<file path="config.mk">
export PLATFORM = sky130hd
export DESIGN_NAME = mdo_exec
export DESIGN_NICKNAME = d
export VERILOG_FILES = /design/src/verilog/mdo_pad_unused.v /design/src/verilog/mdo_alu.v /design/src/verilog/mdo_tbl_addr.v /design/src/verilog/mdo_exec.v
export VERILOG_INCLUDE_DIRS = /design/src /design/src/common
export SDC_FILE = /design/constraint.sdc
export NUM_CORES = 1
export LEC_CHECK = 0
export BUFFER_PORTS_ARGS = -buffer_cell sky130_fd_sc_hd__buf_2
export CORE_MARGIN = 5
export CORE_UTILIZATION = 40
export CTS_CLUSTER_SIZE = 12
export DETAILED_ROUTE_END_ITERATION = 8
export MAX_ROUTING_LAYER = met4
export PLACE_DENSITY_LB_ADDON = 0.08
export SKIP_CTS_REPAIR_TIMING = 1
export SYNTH_ARGS = -nofsm -noshare
export SYNTH_HDL_FRONTEND = slang
export SYNTH_HIERARCHICAL = 1
export SYNTH_SLANG_ARGS = --single-unit
</file>
<file path="constraint.sdc">
create_clock -name core_clk -period 3.3 [get_ports core_clk]
set_clock_uncertainty 0.1 [all_clocks]
set_input_delay 0.66 -clock core_clk [delete_from_list [all_inputs] [get_ports core_clk]]
set_output_delay 0.66 -clock core_clk [all_outputs]
set_load 0.01 [all_outputs]
</file>
<file path="src/common/mdo_defs.vh">
// constants for the data-operation execution block
`ifndef MDO_DEFS_VH
`define MDO_DEFS_VH

// operation select codes
`define MDO_OP_SWAP_MEM    5'h00
`define MDO_OP_SWAP_ACC    5'h01
`define MDO_OP_SKZ         5'h02
`define MDO_OP_SKZ_MOV     5'h03
`define MDO_OP_SKZ_BIT     5'h04
`define MDO_OP_TBL_PAGE    5'h05
`define MDO_OP_TBL_LAST    5'h06
`define MDO_OP_ITBL_PAGE   5'h07
`define MDO_OP_ITBL_LAST   5'h08
`define MDO_OP_XOR_ACC     5'h09
`define MDO_OP_XOR_MEM     5'h0a
`define MDO_OP_XOR_IMM     5'h0b
`define MDO_OP_ADC_ACC     5'h0c
`define MDO_OP_ADC_MEM     5'h0d
`define MDO_OP_ADD_ACC     5'h0e
`define MDO_OP_ADD_MEM     5'h0f
`define MDO_OP_AND_ACC     5'h10
`define MDO_OP_AND_MEM     5'h11
`define MDO_OP_CLR         5'h12
`define MDO_OP_CLR_BIT     5'h13
`define MDO_OP_CPL         5'h14
`define MDO_OP_CPL_ACC     5'h15
`define MDO_OP_DAA         5'h16
`define MDO_OP_DEC         5'h17
`define MDO_OP_DEC_ACC     5'h18
`define MDO_OP_INC         5'h19
`define MDO_OP_INC_ACC     5'h1a
`define MDO_OP_MOV_TO_ACC  5'h1b
`define MDO_OP_MOV_TO_MEM  5'h1c

// flag vector bit positions
`define MDO_FLAG_C         0
`define MDO_FLAG_HC        1
`define MDO_FLAG_Z         2
`define MDO_FLAG_SRNG      3
`define MDO_FLAG_SRES      4

// reset values
`define MDO_ACC_RST        8'h00
`define MDO_FLAGS_RST      5'h00
`define MDO_TBL_RST        8'h00

// decimal adjust figures
`define MDO_BCD_MAX        4'h9
`define MDO_BCD_FIX        4'h6

// cycles a taken skip costs beyond the normal finish
`define MDO_SKIP_DUMMY     1

`endif

</file>
<file path="src/verilog/mdo_pad_unused.v">
// spare design source: holds no module and no logic
`default_nettype none
`default_nettype wire

</file>
<file path="src/verilog/mdo_alu.v">
// combinational result and flag logic for one data operation
`include "mdo_defs.vh"
`default_nettype none
module mdo_alu (
  input  wire [4:0] op,
  input  wire [7:0] acc,
  input  wire [7:0] mem,
  input  wire [7:0] imm,
  input  wire [2:0] bit_sel,
  input  wire [4:0] flags_in,
  output reg  [7:0] res,
  output reg        to_acc,
  output reg        to_mem,
  output reg        skip,
  output reg  [4:0] flags_out
);
  wire       c_in  = flags_in[`MDO_FLAG_C];
  wire       hc_in = flags_in[`MDO_FLAG_HC];
  wire       use_c = (op == `MDO_OP_ADC_ACC) || (op == `MDO_OP_ADC_MEM);
  wire [8:0] sum9  = {1'b0, acc} + {1'b0, mem} + {8'h00, use_c & c_in};
  wire [4:0] low5  = {1'b0, acc[3:0]} + {1'b0, mem[3:0]} +
                     {4'h0, use_c & c_in};
  wire       srng  = (acc[7] == mem[7]) && (sum9[7] != acc[7]);
  // decimal adjust works on the accumulator and the carry pair
  wire       lo_fix = (acc[3:0] > `MDO_BCD_MAX) || hc_in;
  wire       hi_fix = (acc[7:4] > `MDO_BCD_MAX) || c_in;
  wire [8:0] daa9  = {1'b0, acc} +
                     {1'b0, (hi_fix ? `MDO_BCD_FIX : 4'h0),
                            (lo_fix ? `MDO_BCD_FIX : 4'h0)};
  wire [7:0] bmask = 8'h01 << bit_sel;

  // one case picks result, destination, skip and flag update
  always @* begin
    res       = mem;
    to_acc    = 1'b0;
    to_mem    = 1'b0;
    skip      = 1'b0;
    flags_out = flags_in;
    case (op)
      `MDO_OP_SWAP_MEM: begin
        res    = {mem[3:0], mem[7:4]};
        to_mem = 1'b1;
      end
      `MDO_OP_SWAP_ACC: begin
        res    = {mem[3:0], mem[7:4]};
        to_acc = 1'b1;
      end
      `MDO_OP_SKZ:     skip = (mem == 8'h00);
      `MDO_OP_SKZ_MOV: begin
        to_acc = 1'b1;
        skip   = (mem == 8'h00);
      end
      `MDO_OP_SKZ_BIT: skip = ~mem[bit_sel];
      `MDO_OP_XOR_ACC, `MDO_OP_XOR_MEM, `MDO_OP_XOR_IMM: begin
        res    = acc ^ ((op == `MDO_OP_XOR_IMM) ? imm : mem);
        to_acc = (op != `MDO_OP_XOR_MEM);
        to_mem = (op == `MDO_OP_XOR_MEM);
        flags_out[`MDO_FLAG_Z] = (res == 8'h00);
      end
      `MDO_OP_ADC_ACC, `MDO_OP_ADC_MEM,
      `MDO_OP_ADD_ACC, `MDO_OP_ADD_MEM: begin
        res    = sum9[7:0];
        to_acc = (op == `MDO_OP_ADC_ACC) || (op == `MDO_OP_ADD_ACC);
        to_mem = (op == `MDO_OP_ADC_MEM) || (op == `MDO_OP_ADD_MEM);
        flags_out[`MDO_FLAG_C]  = sum9[8];
        flags_out[`MDO_FLAG_HC]   = low5[4];
        flags_out[`MDO_FLAG_SRNG] = srng;
        flags_out[`MDO_FLAG_SRES] = srng ^ sum9[7];
        flags_out[`MDO_FLAG_Z]  = (sum9[7:0] == 8'h00);
      end
      `MDO_OP_AND_ACC, `MDO_OP_AND_MEM: begin
        res    = acc & mem;
        to_acc = (op == `MDO_OP_AND_ACC);
        to_mem = (op == `MDO_OP_AND_MEM);
        flags_out[`MDO_FLAG_Z] = (res == 8'h00);
      end
      `MDO_OP_CLR: begin
        res    = 8'h00;
        to_mem = 1'b1;
      end
      `MDO_OP_CLR_BIT: begin
        res    = mem & ~bmask;
        to_mem = 1'b1;
      end
      `MDO_OP_CPL, `MDO_OP_CPL_ACC: begin
        res    = ~mem;
        to_acc = (op == `MDO_OP_CPL_ACC);
        to_mem = (op == `MDO_OP_CPL);
        flags_out[`MDO_FLAG_Z] = (res == 8'h00);
      end
      `MDO_OP_DAA: begin
        res    = daa9[7:0];
        to_mem = 1'b1;
        // carry only ever sets here so a chained decimal add survives
        flags_out[`MDO_FLAG_C] = c_in | daa9[8];
      end
      `MDO_OP_DEC, `MDO_OP_DEC_ACC: begin
        res    = mem - 8'h01;
        to_acc = (op == `MDO_OP_DEC_ACC);
        to_mem = (op == `MDO_OP_DEC);
        flags_out[`MDO_FLAG_Z] = (res == 8'h00);
      end
      `MDO_OP_INC, `MDO_OP_INC_ACC: begin
        res    = mem + 8'h01;
        to_acc = (op == `MDO_OP_INC_ACC);
        to_mem = (op == `MDO_OP_INC);
        flags_out[`MDO_FLAG_Z] = (res == 8'h00);
      end
      `MDO_OP_MOV_TO_ACC: to_acc = 1'b1;
      `MDO_OP_MOV_TO_MEM: begin
        res    = acc;
        to_mem = 1'b1;
      end
      default: res = mem;
    endcase
  end
endmodule // mdo_alu
`default_nettype wire

</file>
<file path="src/verilog/mdo_tbl_addr.v">
// forms the program-memory address of a table read
`default_nettype none
module mdo_tbl_addr #(
  parameter PROG_AW = 16
) (
  input  wire [7:0]         ptr_lo,
  input  wire [7:0]         ptr_hi,
  input  wire               last_page,
  output wire [PROG_AW-1:0] addr
);
  // the last page has every upper address bit set
  wire [15:0] page_addr = {ptr_hi, ptr_lo};
  wire [15:0] last_addr = {8'hff, ptr_lo};
  wire [15:0] pick      = last_page ? last_addr : page_addr;
  assign addr = pick[PROG_AW-1:0];
endmodule // mdo_tbl_addr
`default_nettype wire

</file>
<file path="src/verilog/mdo_exec.v">
// executes nibble, skip, table-read, xor and long data operations
// What this block does
// - memory nibble swap writes back, flags kept
// - swap to accumulator, memory and flags kept
// - skip next when addressed byte is zero
// - taken skip adds one dummy cycle
// - copy byte to accumulator, skip if zero
// - skip next when selected bit is zero
// - page read: low to memory, high register
// - last-page read uses low pointer only
// - incrementing reads bump low pointer first
// - xor into accumulator or memory, zero flag
// - long forms reach every data address directly
// - add with carry updates five flags
// - add without carry updates five flags
// - and into accumulator or memory, zero flag
// - clear byte or one bit, no flags
// - invert byte to memory or accumulator
// - decimal adjust adds six to each nibble above nine or with its carry set
// - decimal adjust changes carry flag only
// - decrement to memory or accumulator, zero flag
// - increment to memory or accumulator, zero flag
// - move between byte and accumulator, no flags
`include "mdo_defs.vh"
`default_nettype none
module mdo_exec #(
  parameter DATA_AW = 12,
  parameter PROG_AW = 16
) (
  input  wire               core_clk,
  input  wire               rst,
  // operation request from the core sequencer
  input  wire               op_start,
  input  wire [4:0]         op_sel,
  input  wire [DATA_AW-1:0] op_addr,
  input  wire [2:0]         op_bit,
  input  wire [7:0]         op_imm,
  output wire               op_busy,
  output wire               op_done,
  output wire               op_skip,
  output wire               op_dummy,
  // core-side loads of the architectural registers
  input  wire               acc_load,
  input  wire [7:0]         acc_load_val,
  input  wire               flags_load,
  input  wire [4:0]         flags_load_val,
  input  wire               ptr_lo_load,
  input  wire [7:0]         ptr_lo_load_val,
  input  wire               ptr_hi_load,
  input  wire [7:0]         ptr_hi_load_val,
  // architectural state
  output wire [7:0]         acc,
  output wire [4:0]         status_flags,
  output wire [7:0]         table_pointer_low,
  output wire [7:0]         table_pointer_high,
  output wire [7:0]         table_high_byte,
  // data memory port, read data one cycle after the read strobe
  output wire [DATA_AW-1:0] mem_addr,
  output wire               mem_rd_en,
  input  wire [7:0]         mem_rdata,
  output wire               mem_wr_en,
  output wire [7:0]         mem_wdata,
  // program memory port, read data one cycle after the read strobe
  output wire [PROG_AW-1:0] prog_addr,
  output wire               prog_rd_en,
  input  wire [15:0]        prog_rdata
);
  // sequencer states; data ops use idle, rwait, exec and dummy only
  localparam [2:0] S_IDLE  = 3'h0;
  localparam [2:0] S_RWAIT = 3'h1;
  localparam [2:0] S_EXEC  = 3'h2;
  localparam [2:0] S_DUMMY = 3'h3;
  localparam [2:0] S_TINC  = 3'h4;
  localparam [2:0] S_TRD   = 3'h5;
  localparam [2:0] S_TWAIT = 3'h6;
  localparam [2:0] S_TWR   = 3'h7;

  // request capture, architectural state and port registers
  reg [2:0]         state_ff;
  reg [2:0]         nxt_state;
  reg [4:0]         op_ff;
  reg [2:0]         bit_ff;
  reg [7:0]         imm_ff;
  reg [DATA_AW-1:0] addr_ff;
  reg [7:0]         acc_ff;
  reg [4:0]         flags_ff;
  reg [7:0]         ptr_lo_ff;
  reg [7:0]         ptr_hi_ff;
  reg [7:0]         tbl_hi_ff;
  reg               mem_rd_ff;
  reg               mem_wr_ff;
  reg [7:0]         mem_wdata_ff;
  reg               prog_rd_ff;
  reg [PROG_AW-1:0] prog_addr_ff;
  reg               done_ff;
  reg               skip_ff;

  // results of the two helper modules
  wire [7:0]         alu_res;
  wire               alu_to_acc;
  wire               alu_to_mem;
  wire               alu_skip;
  wire [4:0]         alu_flags;
  wire [PROG_AW-1:0] tbl_addr;

  // table operations go through the program-memory path
  wire start_tbl = (op_sel == `MDO_OP_TBL_PAGE) ||
                   (op_sel == `MDO_OP_TBL_LAST) ||
                   (op_sel == `MDO_OP_ITBL_PAGE) ||
                   (op_sel == `MDO_OP_ITBL_LAST);
  // decoded from the captured code, op_sel may move on once taken
  wire is_inc    = (op_ff == `MDO_OP_ITBL_PAGE) ||
                   (op_ff == `MDO_OP_ITBL_LAST);
  wire is_last   = (op_ff == `MDO_OP_TBL_LAST) ||
                   (op_ff == `MDO_OP_ITBL_LAST);
  // limitation: a request while busy is dropped with no sign, so the
  // core sequencer must wait for op_done before the next one
  wire take      = op_start && (state_ff == S_IDLE);

  // the operand is used straight off the memory port in the exec cycle
  mdo_alu u_alu (
    .op        (op_ff),
    .acc       (acc_ff),
    .mem       (mem_rdata),
    .imm       (imm_ff),
    .bit_sel   (bit_ff),
    .flags_in  (flags_ff),
    .res       (alu_res),
    .to_acc    (alu_to_acc),
    .to_mem    (alu_to_mem),
    .skip      (alu_skip),
    .flags_out (alu_flags)
  );

  // program address of a table read, formed from the pointer pair
  mdo_tbl_addr #(
    .PROG_AW (PROG_AW)
  ) u_tbl_addr (
    .ptr_lo    (ptr_lo_ff),
    .ptr_hi    (ptr_hi_ff),
    .last_page (is_last),
    .addr      (tbl_addr)
  );

  // sequencing of one operation
  always @* begin
    nxt_state = state_ff;
    case (state_ff)
      // table codes go straight to the pointer slot, no operand read
      S_IDLE: begin
        if (op_start) begin
          nxt_state = start_tbl ? S_TINC : S_RWAIT;
        end
      end
      // operand read in flight, data stands in the next cycle
      S_RWAIT: nxt_state = S_EXEC;
      // a taken skip burns one dummy cycle while the next op fetches
      S_EXEC:  nxt_state = alu_skip ? S_DUMMY : S_IDLE;
      S_DUMMY: nxt_state = S_IDLE;
      // the bump slot is spent by plain reads too, so all four match
      S_TINC:  nxt_state = S_TRD;
      // program read goes out with the settled pointer
      S_TRD:   nxt_state = S_TWAIT;
      // program read strobe on the port, word arrives in the next cycle
      S_TWAIT: nxt_state = S_TWR;
      // low byte to memory, high byte to its register
      S_TWR:   nxt_state = S_IDLE;
      default: nxt_state = S_IDLE;
    endcase
  end

  // state register and request capture
  always @(posedge core_clk) begin
    if (rst) begin
      state_ff <= S_IDLE;
      op_ff    <= 5'h00;
      bit_ff   <= 3'h0;
      imm_ff   <= 8'h00;
      addr_ff  <= {DATA_AW{1'b0}};
    end else begin
      state_ff <= nxt_state;
      if (take) begin
        op_ff   <= op_sel;
        bit_ff  <= op_bit;
        imm_ff  <= op_imm;
        // full-width address: no bank limit on the long forms
        addr_ff <= op_addr;
      end
    end
  end

  // data memory strobes; the read is issued even for clear and move
  // so every data operation without a taken skip has the same length
  always @(posedge core_clk) begin
    if (rst) begin
      mem_rd_ff    <= 1'b0;
      mem_wr_ff    <= 1'b0;
      mem_wdata_ff <= 8'h00;
    end else begin
      mem_rd_ff <= take && !start_tbl;
      mem_wr_ff <= 1'b0;
      if (state_ff == S_EXEC && alu_to_mem) begin
        mem_wr_ff    <= 1'b1;
        mem_wdata_ff <= alu_res;
      end else if (state_ff == S_TWR) begin
        mem_wr_ff    <= 1'b1;
        mem_wdata_ff <= prog_rdata[7:0];
      end
    end
  end

  // accumulator and flags: core loads only while idle
  always @(posedge core_clk) begin
    if (rst) begin
      acc_ff   <= `MDO_ACC_RST;
      flags_ff <= `MDO_FLAGS_RST;
    end else if (state_ff == S_EXEC) begin
      if (alu_to_acc) begin
        acc_ff <= alu_res;
      end
      // the alu vector is taken whole; flagless ops pass it through
      flags_ff <= alu_flags;
    end else if (state_ff == S_IDLE && !op_start) begin
      // a load that meets op_start is dropped: the operation wins
      if (acc_load) begin
        acc_ff <= acc_load_val;
      end
      if (flags_load) begin
        flags_ff <= flags_load_val;
      end
    end
  end

  // table pointer pair and table high-byte register
  always @(posedge core_clk) begin
    if (rst) begin
      ptr_lo_ff <= `MDO_TBL_RST;
      ptr_hi_ff <= `MDO_TBL_RST;
      tbl_hi_ff <= `MDO_TBL_RST;
    end else if (state_ff == S_TINC) begin
      if (is_inc) begin
        ptr_lo_ff <= ptr_lo_ff + 8'h01;
      end
    end else if (state_ff == S_TWR) begin
      tbl_hi_ff <= prog_rdata[15:8];
    end else if (state_ff == S_IDLE && !op_start) begin
      if (ptr_lo_load) begin
        ptr_lo_ff <= ptr_lo_load_val;
      end
      if (ptr_hi_load) begin
        ptr_hi_ff <= ptr_hi_load_val;
      end
    end
  end

  // program read issued after the pointer has settled
  always @(posedge core_clk) begin
    if (rst) begin
      prog_rd_ff   <= 1'b0;
      prog_addr_ff <= {PROG_AW{1'b0}};
    end else begin
      // registered address keeps the program port free of decode glitches
      prog_rd_ff <= (state_ff == S_TRD);
      if (state_ff == S_TRD) begin
        prog_addr_ff <= tbl_addr;
      end
    end
  end

  // completion and skip reporting
  always @(posedge core_clk) begin
    if (rst) begin
      done_ff <= 1'b0;
      skip_ff <= 1'b0;
    end else begin
      // done marks the first idle cycle, a new request may meet it
      done_ff <= (state_ff != S_IDLE) && (nxt_state == S_IDLE);
      skip_ff <= (state_ff == S_EXEC) && alu_skip;
    end
  end

  // handshake outputs: busy and dummy from the state register, done and skip from their own flops
  assign op_busy            = (state_ff != S_IDLE);
  assign op_done            = done_ff;
  assign op_skip            = skip_ff;
  assign op_dummy           = (state_ff == S_DUMMY);

  // architectural state
  assign acc                = acc_ff;
  assign status_flags       = flags_ff;
  assign table_pointer_low  = ptr_lo_ff;
  assign table_pointer_high = ptr_hi_ff;
  assign table_high_byte    = tbl_hi_ff;

  // memory ports, every one from a flip-flop
  assign mem_addr           = addr_ff;
  assign mem_rd_en          = mem_rd_ff;
  assign mem_wr_en          = mem_wr_ff;
  assign mem_wdata          = mem_wdata_ff;
  assign prog_addr          = prog_addr_ff;
  assign prog_rd_en         = prog_rd_ff;
endmodule // mdo_exec
`default_nettype wire

</file>
# Yosys cells after proc, flatten, opt, wreduce, memory -nomap -nowiden
# Cells that the tools add are included.
[word_totals]
regBits = 97
latch_bits = 0
ram_bits = 0
romBits = 0
out_inout_bits = 80
mem_count = 0
[op_classes]
addsub = 8
multipliers = 0
div_mod_pow = 0
order_cmp = 3
n_eq_ne = 47
shift = 1
mux = 34
n_bitwise = 11
n_reduce_logical = 54
[ops]
columns = ["operator", "n"]
rows = [
  ["2-to-1 mux 8 bit", 12],
  ["case mux 8 bit (11 select lines)", 1],
  ["== test 5 bit (second input constant)", 13],
  ["zero test 8 bit", 7],
  ["== test 5 x 4 -> 1 bit (second input constant)", 9],
  ["== test 5 x 3 -> 1 bit (second input constant)", 6],
  ["case mux 3 bit (7 select lines)", 1],
  ["adder 8 x 8 -> 9 bit", 2],
  ["adder 8 x 1 -> 8 bit (second input constant)", 2],
  ["bitwise AND 8 bit", 2],
  ["2-to-1 mux 16 bit", 1],
  ["NOT 8 bit", 2],
  ["2-to-1 mux 5 bit", 3],
  ["case mux 1 bit (7 select lines)", 2],
  ["OR reduction 2 bit", 7],
  ["== test 3 bit (second input constant)", 4],
  ["2-to-1 mux 3 bit", 4],
  ["AND reduction 3 bit", 4],
  ["nonzero test 2 bit", 6],
  ["== test 5 x 2 -> 1 bit (second input constant)", 2],
  ["logical OR 1 bit", 10],
  ["adder 9 x 1 -> 9 bit", 1],
  ["greater-than comparator 4 bit (second input constant)", 2],
  ["AND reduction 4 bit", 2],
  ["34 further kinds", 53],
]

# Logic depth before layout (Yosys ltp)
# Gate-level depths: netlist (run 1).
[depth]
ltp_word = 9
depth_mapped = 16
ltp_nobuf = 13

# Modules after synthesis
# The synthesis (run 1) kept the hierarchy.
[by_module_without_submodules]
columns = ["mod", "instances", "cells_per_inst", "area_per_inst_um2", "seq_area_each_um2"]
rows = [
  ["mdo_exec", 1, 478, 3915.0, 1941.9],
  ["mdo_alu", 1, 366, 2384.8, 0.0],
  ["mdo_tbl_addr", 1, 16, 110.1, 0.0],
]

# Worst setup path before layout (run 1)
# No wires, ideal clock.
[synth_timing]
path_kind = "register to register"
from = "register op_ff[4]"
to = "register acc_ff[6], in the netlist acc[6]"
t_arrival_ns = 3.083
slack_ns = 0.032
path_stages_with_launch = 16
path_buffers = 2
path_cell_list = "dfxtp_1 > buf_2 > and3b_1 > buf_2 > nand3b_1 > fa_1 > inv_1 > fa_1 > and3_1 > o21ai_0 > a21o_1 > o311ai_0 > o22a_1 > a32oi_1 > mux2i_1 > a211oi_1"
[synth_between]
elab_chain_cells = 7
word_cells_on_any_way = 44
[synth_lines]
columns = ["element", "line", "text"]
rows = [
  ["start: declaration", "mdo_exec.v:81", "reg [4:0] op_ff;"],
  ["start signal: assignment", "mdo_exec.v:183", "op_ff <= op_sel;"],
  ["== test 5 x 4 -> 1 bit", "mdo_alu.v:39", "case (op)"],
  ["logical OR 1 bit", "mdo_alu.v:19", "wire use_c = (op == `MDO_OP_ADC_ACC) || (op == `MDO_OP_ADC_MEM);"],
  ["bitwise AND 1 bit", "mdo_alu.v:20", "wire [8:0] sum9 = {1'b0, acc} + {1'b0, mem} + {8'h00, use_c & c_in};"],
  ["adder 9 x 1 -> 9 bit", "mdo_alu.v:20", ""],
  ["case mux 8 bit (11 select lines) *", "mdo_alu.v:39", ""],
  ["named net alu_res[6]", "mdo_exec.v:99", "wire [7:0] alu_res;"],
  ["2-to-1 mux 8 bit *", "mdo_exec.v:218", "if (alu_to_acc) begin"],
  ["2-to-1 mux 8 bit *", "mdo_exec.v:217", "end else if (state_ff == S_EXEC) begin"],
  ["end signal: assignment", "mdo_exec.v:215", "acc_ff <= `MDO_ACC_RST;"],
  ["end signal: assignment", "mdo_exec.v:219", "acc_ff <= alu_res;"],
  ["end signal: assignment", "mdo_exec.v:226", "acc_ff <= acc_load_val;"],
  ["end: declaration", "mdo_exec.v:85", "reg [7:0] acc_ff;"],
]
# The timed path passes the listed nets; every way through them passes the cells marked *. The select of a mux whose other input is x is not followed.
# A chain may end at the register's enable or synchronous reset.

# Final worst setup path (run 1)
# Same ends and word-level chain as after synthesis.

==> impl_metrics.csv, run 1 <==
group,metric,value,unit
logic_synthesis,synth_seq_cells,97,
logic_synthesis,synthXorXnorAreaFrac,0.0246,
logic_synthesis,synth_mux_area_frac,0.0509,
floorplan,start_util,0.405,
placement,dp.cells,1208,
floorplan,num_io_pins,168,
clocking,clock_sinks,97,
logic_synthesis,ys.flop_type,"dfxtp_1",
route,drt_iter0_drc,574,
logic_synthesis,yosysUniqueCellTypes,72,
global_route,grt_max_degree,43,
setup_path,start_kind,"register",
setup_path,arrival,3170,ps
finish,area_growth,21.9,%
logic_synthesis,async_flop_share,0,
logic_synthesis,syn_nets,968,
setup_path,timing.critical_path.cells,"and3b_1 -> nand3b_1 -> fa_1 -> inv_1 -> fa_1 -> and3_1 -> o21ai_1 -> a21o_1 -> o311ai_0 -> o22a_1 -> a32oi_2 -> mux2i_1 -> a211oi_1",
setup_path,critPathTopFamily,"compound AO/OA/AOI/OAI gates",
floorplan,rows,46,
logic_synthesis,synth-edff-count,0,
route,wire_per_inst,18.1,um
logic_synthesis,synth.avg_cell_area,7.45,um^2
sta,tns,0,ps
clocking,cts_buffer_depth,2,
hold_path,hold_path_class,"register to register",
logic_synthesis,ys_seq_area_frac,0.303,
global_route,grt_pass1_wl,34.0,mm
global_route,antenna_found_initial,0,
clocking,clkTransAtPathRegs,70,ps
route,drcViolationCount,0,
sta,tightest_slew,1060,ps
route,vias,6864,
placement,placed_area,7470,um^2
placement,detailed_place_hpwl,16.6,mm
floorplan,die_w,137,um
route,viasPerCell,5.60,
finish,drive_above_1_share,0.229,
finish,finalInstanceArea,7810,um^2
route,finalWirelength,22.2,mm
global_route,grt.total_usage,0.236,
placement,globalplace.congestion,0.988,
placement,port_buffers,167,
sta,slew_headroom,0.289,
clocking,clockRootBuffer,"clkbuf_16",
setup_path,required,3460,ps
setup_path,cp_common_cell,"fa_1",
sta,min_period,3010,ps
clocking,numCtsBuffers,9,
setup_path,cpPeakStageDelay,390,ps
clocking,cts_tree,"yes",
setup_path,critPathBufInv,1,
route,drtPass1Iterations,5,
run,maxCapViolCount,0,
finish,finalNonFillerCells,1225,
logic_synthesis,synth_simple_gate_area_frac,0.284,
setup_path,crit_slowest_cell,"fa_1",
logic_synthesis,synth_compound_area_frac,0.234,
logic_synthesis,synth_top_family_by_area,"simple AND/OR/NAND/NOR gates",
setup_path,worstSetupPathType,"register to register",
power,p_leak,3.31,nW
clocking,clk_latency,350,ps
logic_synthesis,netlist_instances,860,
floorplan,die_height,137,um
logic_synthesis,syn_area,6410,um^2
sta,finalCritPeriodShare,0.911,
global_route,grt_overflow_total,0,
clocking,cts.htree.levels,3,
route,ant_nets,0,
sta,timing_hold_violations_final,0,
power,peakVddDrop,0.306,mV
sta,finalSetupViolations,0,
sta,drv_slew,0,
setup_path,worst_setup_path_end_kind,"register",
sta,holdWs,353,ps
sta,rsz0062_at_grt,"no",
setup_path,worst-path-max-fanout,2,
floorplan,coreArea,15800,um^2
power,p_total,3.31,mW
logic_synthesis,yosys_warnings,6,
global_route,grt_pass1_vias,6173,
logic_synthesis,synth_fa_ha_area_frac,0.0426,
floorplan,die-area,18700,um^2
sta,fmax,0.333,GHz
finish,finalNetCount,1111,
outcome,outcome,"finished, final reports clean",
power,power_density,423,nW/um^2
-- cells in the final DEF, fill, tap and decap left out, drive strengths merged, types with 5 or more instances in the layout --
master / instances
nor2: 76
xnor2: 13
clkbuf: 9
and3: 11
a211o: 6
mux2i: 27
nand3: 23
nand2: 152
o211ai: 8
or2: 9
nand4b: 9
a311oi: 9
dfxtp: 97
o22ai: 8
nor4: 6
a211oi: 19
and2: 5
nor3: 16
nand2b: 12
xor2: 5
nor3b: 7
or3: 8
nand3b: 5
o21ai: 30
o31ai: 5
a31oi: 8
nand4: 8
nor2b: 16
inv: 19
a21oi: 85
a21o: 9
buf: 203
ha: 17
-- through the flow --
stage | setup slack, ps | util
floorplan | 31.8 | -
global placement | 31.0 | 0.472
detailed placement | -0.0868 | 0.472
CTS | 205 | 0.493
global route | 75.2 | 0.494
finish | 293 | 0.494
-- state kept, by name (all words and copies together), names as in the netlist --
| name | flops |
|---|---|
| prog_addr | 16 |
| mem_addr | 12 |
| acc | 8 |
| imm_ff | 8 |
| mem_wdata | 8 |
| table_high_byte | 8 |
| table_pointer_high | 8 |
| table_pointer_low | 8 |
| op_ff | 5 |
| status_flags | 5 |
| bit_ff | 3 |
| state_ff | 3 |
| mem_rd_en | 1 |
| mem_wr_en | 1 |
| op_done | 1 |
| op_skip | 1 |
| prog_rd_en | 1 |
-- synthesized netlist by cell type (all sizes together) (9+ instances only) --
library cell / number / area share
a21oi: 85 / 0.066
clkbuf: 43 / 0.025
a21o: 9 / 0.011
and3: 11 / 0.011
a211oi: 19 / 0.022
or2: 9 / 0.0088
ha: 17 / 0.033
inv: 17 / 0.010
buf: 28 / 0.026
dfxtp: 97 / 0.30
nand2: 152 / 0.089
a311oi: 9 / 0.012
nand4b: 9 / 0.012
o21ai: 30 / 0.025
xnor2: 13 / 0.018
nor3: 16 / 0.012
nor2b: 16 / 0.016
nor2: 76 / 0.045
nand2b: 12 / 0.012
mux2i: 27 / 0.042
nand3: 23 / 0.018
-- report_power, final --
group / switching [mW] / internal (mW) / total, mW / leakage (nW)
Combinational: 0.493 / 0.340 / 0.833 / 2.36
Sequential: 0.0726 / 1.23 / 1.31 / 0.791
Clock: 0.488 / 0.679 / 1.17 / 0.163
Total: 1.05 / 2.25 / 3.31 / 3.31
-- layer usage --
layer | track usage | wire length, um | vias up
li1 | - | - | 3364
met5 | - | 0 | -
met1 | 0.325 | 10100 | 3170
met2 | 0.356 | 9960 | 292
met4 | 0.0661 | 541 | 0
met3 | 0.0408 | 1580 | 38
-- area by class of cell --
type                       count  area [um^2]
clock buffer                   9          225
antenna                        1         2.50
inverter                      17         63.8
tap                          216          270
multi-input combinational    675         4090
clock inverter                 7          111
fill                        1653         8010
timing repair buffer         203         1110
sequential                    97         1940
-- final timing paths --
path                  from  slack (ps)             to  cells after the start
max reg2reg       op_ff[4]         290         acc[6]                     13
min reg2reg  prog_addr[15]         350  prog_addr[15]                      2
min          prog_addr[15]         350  prog_addr[15]                      2
max               op_ff[4]         290         acc[6]                     13
-- cells by family after synthesis --
| kind of cell | after synthesis |
|---|---|
| DFF | 97 |
| buffers and inverters | 88 |
| muxes | 30 |
| xor gates and xnor gates | 18 |
| adders and majority gates | 20 |
| AOI/OAI and AO/OA | 229 |
| and+or+nand+nor | 378 |
-- worst min-delay path, cell delays in order (launching register included) --
cell and delay (ps):
dfxtp_1 310, nand2_1 50, a21oi_1 50
No activity file was read; power rests on OpenSTA's default activity.
==> run 2: changes to the inputs <==
- ABC_AREA: default -> 1
==> run 2 against run 1 <==
Net effect: register-to-register slack improved by 70 ps; critical path depth increased by 4; utilization decreased by 0.18 points; clock power decreased by 16%; sequential power about the same; hold slack improved by 6.4 ps; global-route usage increased by 0.58 points; fmax increased by 2.5%; non-clock buffer count decreased by 15; final area increased by 0.35%; synthesized area increased by 1.8%; largest power group unchanged; highest routed layer unchanged; via count increased by 8.0%.
==> impl_metrics.csv, run 2 <==
group,metric,value,unit
logic_synthesis,yosysMostFrequentCell,"nand2_1",
global_route,grt_pass1_wl,35.0,mm
clocking,numCtsBuffers,9,
clocking,cts.htree.levels,3,
floorplan,rows,46,
route,drtPass1Iterations,5,
power,peakVddDrop,0.286,mV
sta,min_period,2930,ps
setup_path,arrival,3070,ps
finish,finalNonFillerCells,1431,
floorplan,die_w,138,um
logic_synthesis,yosys_warnings,6,
global_route,grt.total_usage,0.242,
logic_synthesis,ys.flop_type,"dfxtp_1",
power,pwr-share-clk,0.303,
sta,drv_slew,0,
route,vias,7413,
placement,dp_slack,444,ps
logic_synthesis,synth.avg_cell_area,6.21,um^2
outcome,outcome,"finished, final reports clean",
power,p_leak,3.85,nW
placement,dp.cells,1416,
logic_synthesis,synth-edff-count,0,
setup_path,worst-path-max-fanout,7,
clocking,clockRootBuffer,"clkbuf_16",
route,ant_nets,0,
logic_synthesis,syn_area,6530,um^2
route,viasPerCell,5.18,
sta,fmax,0.341,GHz
clocking,clkTransAtPathRegs,70,ps
finish,finalInstanceArea,7840,um^2
global_route,grt_max_degree,56,
run,maxCapViolCount,0,
logic_synthesis,synth_area_leaders,"dfxtp_1 30%, nand2_1 17%, nor2_1 9.5%, nand3_1 7.1%, inv_1 4.8%",
hold_path,hold_path_class,"register to register",
setup_path,worst_setup_path_end_kind,"register",
placement,globalplace.congestion,0.986,
sta,tns,0,ps
clocking,clk_latency,350,ps
finish,antenna_cells,0,
finish,drive_above_1_share,0.215,
clocking,clock_sinks,97,
power,switching_share,0.353,
logic_synthesis,synth_common_cells,"288 x nand2_1, 166 x nor2_1, 97 x dfxtp_1",
sta,timing_hold_violations_final,0,
sta,slew_headroom,0.552,
floorplan,die-area,19000,um^2
finish,area_growth,20.2,%
floorplan,num_io_pins,168,
power,power_density,414,nW/um^2
placement,detailed_place_hpwl,17.3,mm
placement,port_buffers,167,
logic_synthesis,yosysTopAreaCell,"dfxtp_1",
logic_synthesis,async_flop_share,0,
finish,largest_reg_flops,16,
logic_synthesis,netlist_instances,1051,
finish,final_common_cell,"nand2_1",
placement,placed_area,7570,um^2
route,wire_per_inst,15.8,um
logic_synthesis,synth_seq_cells,97,
power,p_sw,1.15,mW
clocking,cts_buffer_depth,2,
route,drt_iter0_drc,819,
power,p_comb_frac,0.288,
finish,layout_common_cells,"288 x nand2_1, 167 x buf_2, 166 x nor2_1, 97 x dfxtp_1, 93 x nand3_1",
logic_synthesis,yosysUniqueCellTypes,45,
route,drcViolationCount,0,
power,p_total,3.25,mW
power,internal-power,2.10,mW
global_route,antenna_found_initial,0,
sta,finalCritPeriodShare,0.889,
setup_path,worstSetupPathType,"register to register",
logic_synthesis,syn_nets,1159,
finish,finalNetCount,1319,
logic_synthesis,ys_seq_area_frac,0.298,
sta,fin_ws,365,ps
setup_path,required,3440,ps
logic_synthesis,synth_top_area_frac,0.298,
route,finalWirelength,22.6,mm
floorplan,die_height,138,um
floorplan,coreArea,15900,um^2
sta,tightest_slew,672,ps
setup_path,start_kind,"register",
global_route,grt_overflow_total,0,
power,seq_power_share,0.409,
sta,finalSetupViolations,0,
floorplan,start_util,0.409,
clocking,cts_tree,"yes",
sta,rsz0062_at_grt,"no",
global_route,grt_pass1_vias,6682,
run 2: cell types whose count changed after synthesis, moves of 19 or more:
| cell | change |
|---|---|
| mux2i_1 | -27 |
| inv_1 | +66 |
| a21oi_1 | -36 |
| nand3_1 | +70 |
| clkbuf_1 | -29 |
| o21ai_1 | +19 |
| nand2_1 | +136 |
| nor2_1 | +90 |
| o21ai_0 | +32 |
run 2: final cells by class:
type / count / area, um^2
fillers: 1714 / 8100
multi-input cells: 815 / 3980
flip-flops and latches: 97 / 1940
repair buffers: 188 / 993
inverters: 100 / 385
well taps: 216 / 270
clock buffers: 11 / 243
clock inverters: 4 / 30.0
run 2: routing by layer:
layer	up-vias	routed length (um)	global-route usage
met1	3277	10400	0.340
li1	3749	-	-
met5	-	0	-
met4	0	361	0.0598
met3	31	1960	0.0464
met2	356	9900	0.357
run 2: worst paths after layout:
check                startpoint       endpoint  slack (ps)  depth (start not counted)
setup / recovery       op_ff[2]         acc[4]         370                         17
hold / removal    prog_addr[13]  prog_addr[13]         360                          2
setup reg to reg       op_ff[2]         acc[4]         370                         17
hold reg to reg   prog_addr[13]  prog_addr[13]         360                          2
run 2: kinds of logic (layout without fill, tap and decap cells):
kind of cell	Yosys count	count (layout)	synth area share
AO/OA/AOI/OAI	174	174	0.151
XOR/XNOR	3	3	0.00403
adder cells (fa/ha/maj)	20	20	0.0418
buffers and inverters	139	303	0.0928
flip-flops	97	97	0.298
AND/OR/NAND/NOR	618	618	0.413
run 2: power groups by stage:
stage                     clock [mW]  combinational, mW  sequential, mW
after floorplan                    0              0.595            1.37
after CTS                       1.01              0.929            1.33
after global placement             0              0.926            1.35
after detailed placement           0              0.925            1.35
after global routing            1.05               1.05            1.34
final                          0.984              0.936            1.33
run 2: stage by stage:
step,util,hold WS (ps)
2_1_floorplan,-,357
3_3_place_gp,0.475,350
3_5_place_dp,0.475,352
4_1_cts,0.492,362
5_1_grt,0.492,376
6_report,0.492,359
run 2: worst max-delay path, cell delays in order (launching register included):
cell and delay (ps):
dfxtp_1 450, nand2_1 170, nor2_2 140, nand3_1 100, fa_1 380, inv_1 90
fa_1 290, nand3_1 160, nand2_1 100, nand2_1 60, nand3_1 80, o21ai_0 120
a21oi_1 140, nand3_1 150, nand2_1 100, nand2_1 50, o21ai_1 120, nor2_1 50
==> run 3: changes to the inputs <==
- PLACE_DENSITY: default -> 0.76
- PLACE_DENSITY_LB_ADDON: 0.08 -> default
==> run 3 against run 2 <==
Net effect: fmax down 0.57%; critical path type unchanged; count of clock-buffer cells in the layout unchanged; sequential power about the same; critical endpoint is now acc[7]; global-route usage up 1.2 points; worst setup slack worse by 17 ps; register-to-register slack worse by 20 ps; combinational power up 2.8%; highest routed layer unchanged.
==> impl_metrics.csv, run 3 (synthesized netlist as in run 2, its figures left out) <==
group,metric,value,unit
outcome,outcome,"finished, final reports clean",
power,p_total,3.27,mW
setup_path,cpPeakStageDelay,410,ps
sta,fmax,0.339,GHz
global_route,use_met1,0.331,
setup_path,timing.critical_path.cells,"inv_1 -> a21oi_1 -> nor2_1 -> inv_1 -> ha_1 -> inv_1 -> fa_1 -> inv_1 -> nand4_1 -> nand2_1 -> nand2_1 -> nand3_1 -> o21ai_0 -> nor3_1 -> nand3_1 -> nand2_1 -> nand2_1 -> o21ai_1 -> nor2_1",
sta,finalSetupViolations,0,
sta,rsz0062_at_grt,"no",
route,ant_nets,0,
global_route,grt_max_degree,56,
clocking,clockRootBuffer,"clkbuf_16",
floorplan,num_io_pins,168,
sta,tns,0,ps
floorplan,coreArea,15900,um^2
sta,finalCritPeriodShare,0.894,
finish,antenna_cells,0,
setup_path,worstSetupPathType,"register to register",
route,drcViolationCount,0,
finish,layout_common_cells,"288 x nand2_1, 167 x buf_2, 166 x nor2_1, 97 x dfxtp_1, 93 x nand3_1",
power,power_density,416,nW/um^2
clocking,cts.htree.levels,3,
global_route,grtUsageMet2,0.395,
global_route,grt_pass1_vias,7081,
finish,nFillCells,1684,
hold_path,whs_path_depth,2,
route,vias,7590,
route,finalWirelength,23.8,mm
clocking,clkTransAtPathRegs,60,ps
global_route,grt_overflow_total,0,
route,drt_iter0_drc,782,
global_route,grt.met3_usage,0.0515,
setup_path,start_kind,"register",
sta,tightest_slew,753,ps
setup_path,crit_slowest_cell,"fa_1",
clocking,clock_sinks,97,
global_route,grt_most_used_layer,"met2",
global_route,grt_pass1_wl,36.6,mm
finish,area_growth,20.5,%
route,wire_per_inst,16.6,um
finish,largest_reg_flops,16,
power,p_leak,3.86,nW
setup_path,cp.depth,19,
global_route,antenna_found_initial,0,
placement,detailed_place_hpwl,18.0,mm
clocking,clk_latency,360,ps
finish,drive_above_1_share,0.217,
sta,slew_headroom,0.498,
setup_path,worst-path-max-fanout,3,
floorplan,start_util,0.409,
hold_path,hold_path_class,"register to register",
global_route,grt.total_usage,0.254,
finish,finalNetCount,1322,
floorplan,die-area,19000,um^2
route,viasPerCell,5.29,
power,peakVddDrop,0.387,mV
setup_path,crit_start,"acc[1]",
setup_path,required,3450,ps
floorplan,die_w,138,um
setup_path,critPathTopFamily,"simple AND/OR/NAND/NOR gates",
finish,final_common_cell,"nand2_1",
sta,drv_slew,0,
route,drtPass1Iterations,5,
clocking,cts_tree,"yes",
setup_path,worst_setup_path_end_kind,"register",
floorplan,die_height,138,um
placement,port_buffers,167,
setup_path,arrival,3100,ps
hold_path,worstHoldStart,"prog_addr[3]",
setup_path,reg2reg_from,"acc[1]",
sta,timing_hold_violations_final,0,
run,maxCapViolCount,0,
sta,min_period,2950,ps
setup_path,r2r_cells,19,
setup_path,critPathBufInv,4,
clocking,cts_buffer_depth,2,
floorplan,rows,46,
placement,globalplace.congestion,1.06,
clocking,numCtsBuffers,9,
run 3: cell count changes in the layout (fill, tap and decap cells not counted):
| cell | delta |
|---|---|
| buf_4 | +3 |
| clkinv_4 | -2 |
| clkinvlp_4 | +1 |
| inv_6 | +1 |
run 3: per-layer routing:
layer,share of wire,up-vias
li1,-,3750
met1,0.43,3446
met2,0.46,336
met3,0.077,58
met4,0.030,0
met5,0,-
run 3: worst register-to-register path: stages (launching register included):
cell     delay (ps)
dfxtp_1         320
inv_1           100
a21oi_1         160
nor2_1           90
inv_1            90
ha_1            160
inv_1            50
fa_1            410
inv_1           140
nand4_1         120
nand2_1          70
nand2_1          50
nand3_1          80
o21ai_0          80
nor3_1          310
nand3_1         170
nand2_1         100
nand2_1          60
o21ai_1         120
nor2_1           60
run 3: per-stage QoR:
stage,area (um^2),std cells,hold WS (ps),utilization,worst slack [ps]
detailed placement,7590,1419,355,0.476,458
floorplan,6530,1051,357,-,250
global placement,7590,1419,346,0.476,449
finish,7860,1434,362,0.493,349
CTS,7860,1434,364,0.493,436
global route,7860,1434,375,0.493,96.6
run 3: power by group:
group / internal, mW / switching, mW / leakage [nW]
clock network: 0.529 / 0.458 / 0.128
registers: 1.25 / 0.0742 / 0.793
logic: 0.327 / 0.635 / 2.94
run 3: final timing paths:
kind,to,slack [ps]
setup reg to reg,acc[7],350
hold reg to reg,prog_addr[3],360
setup / recovery,acc[7],350
hold / removal,prog_addr[3],360
run 3: layout make-up:
cell class	instances	area [um^2]	share of cell area
clock inverter	4	28.8	0.00366
timing repair buffer	191	1020	0.129
multi-input combinational	815	3980	0.506
clock buffer	11	243	0.0309
inverter	100	385	0.0490
tap	216	270	0.0344
sequential	97	1940	0.247
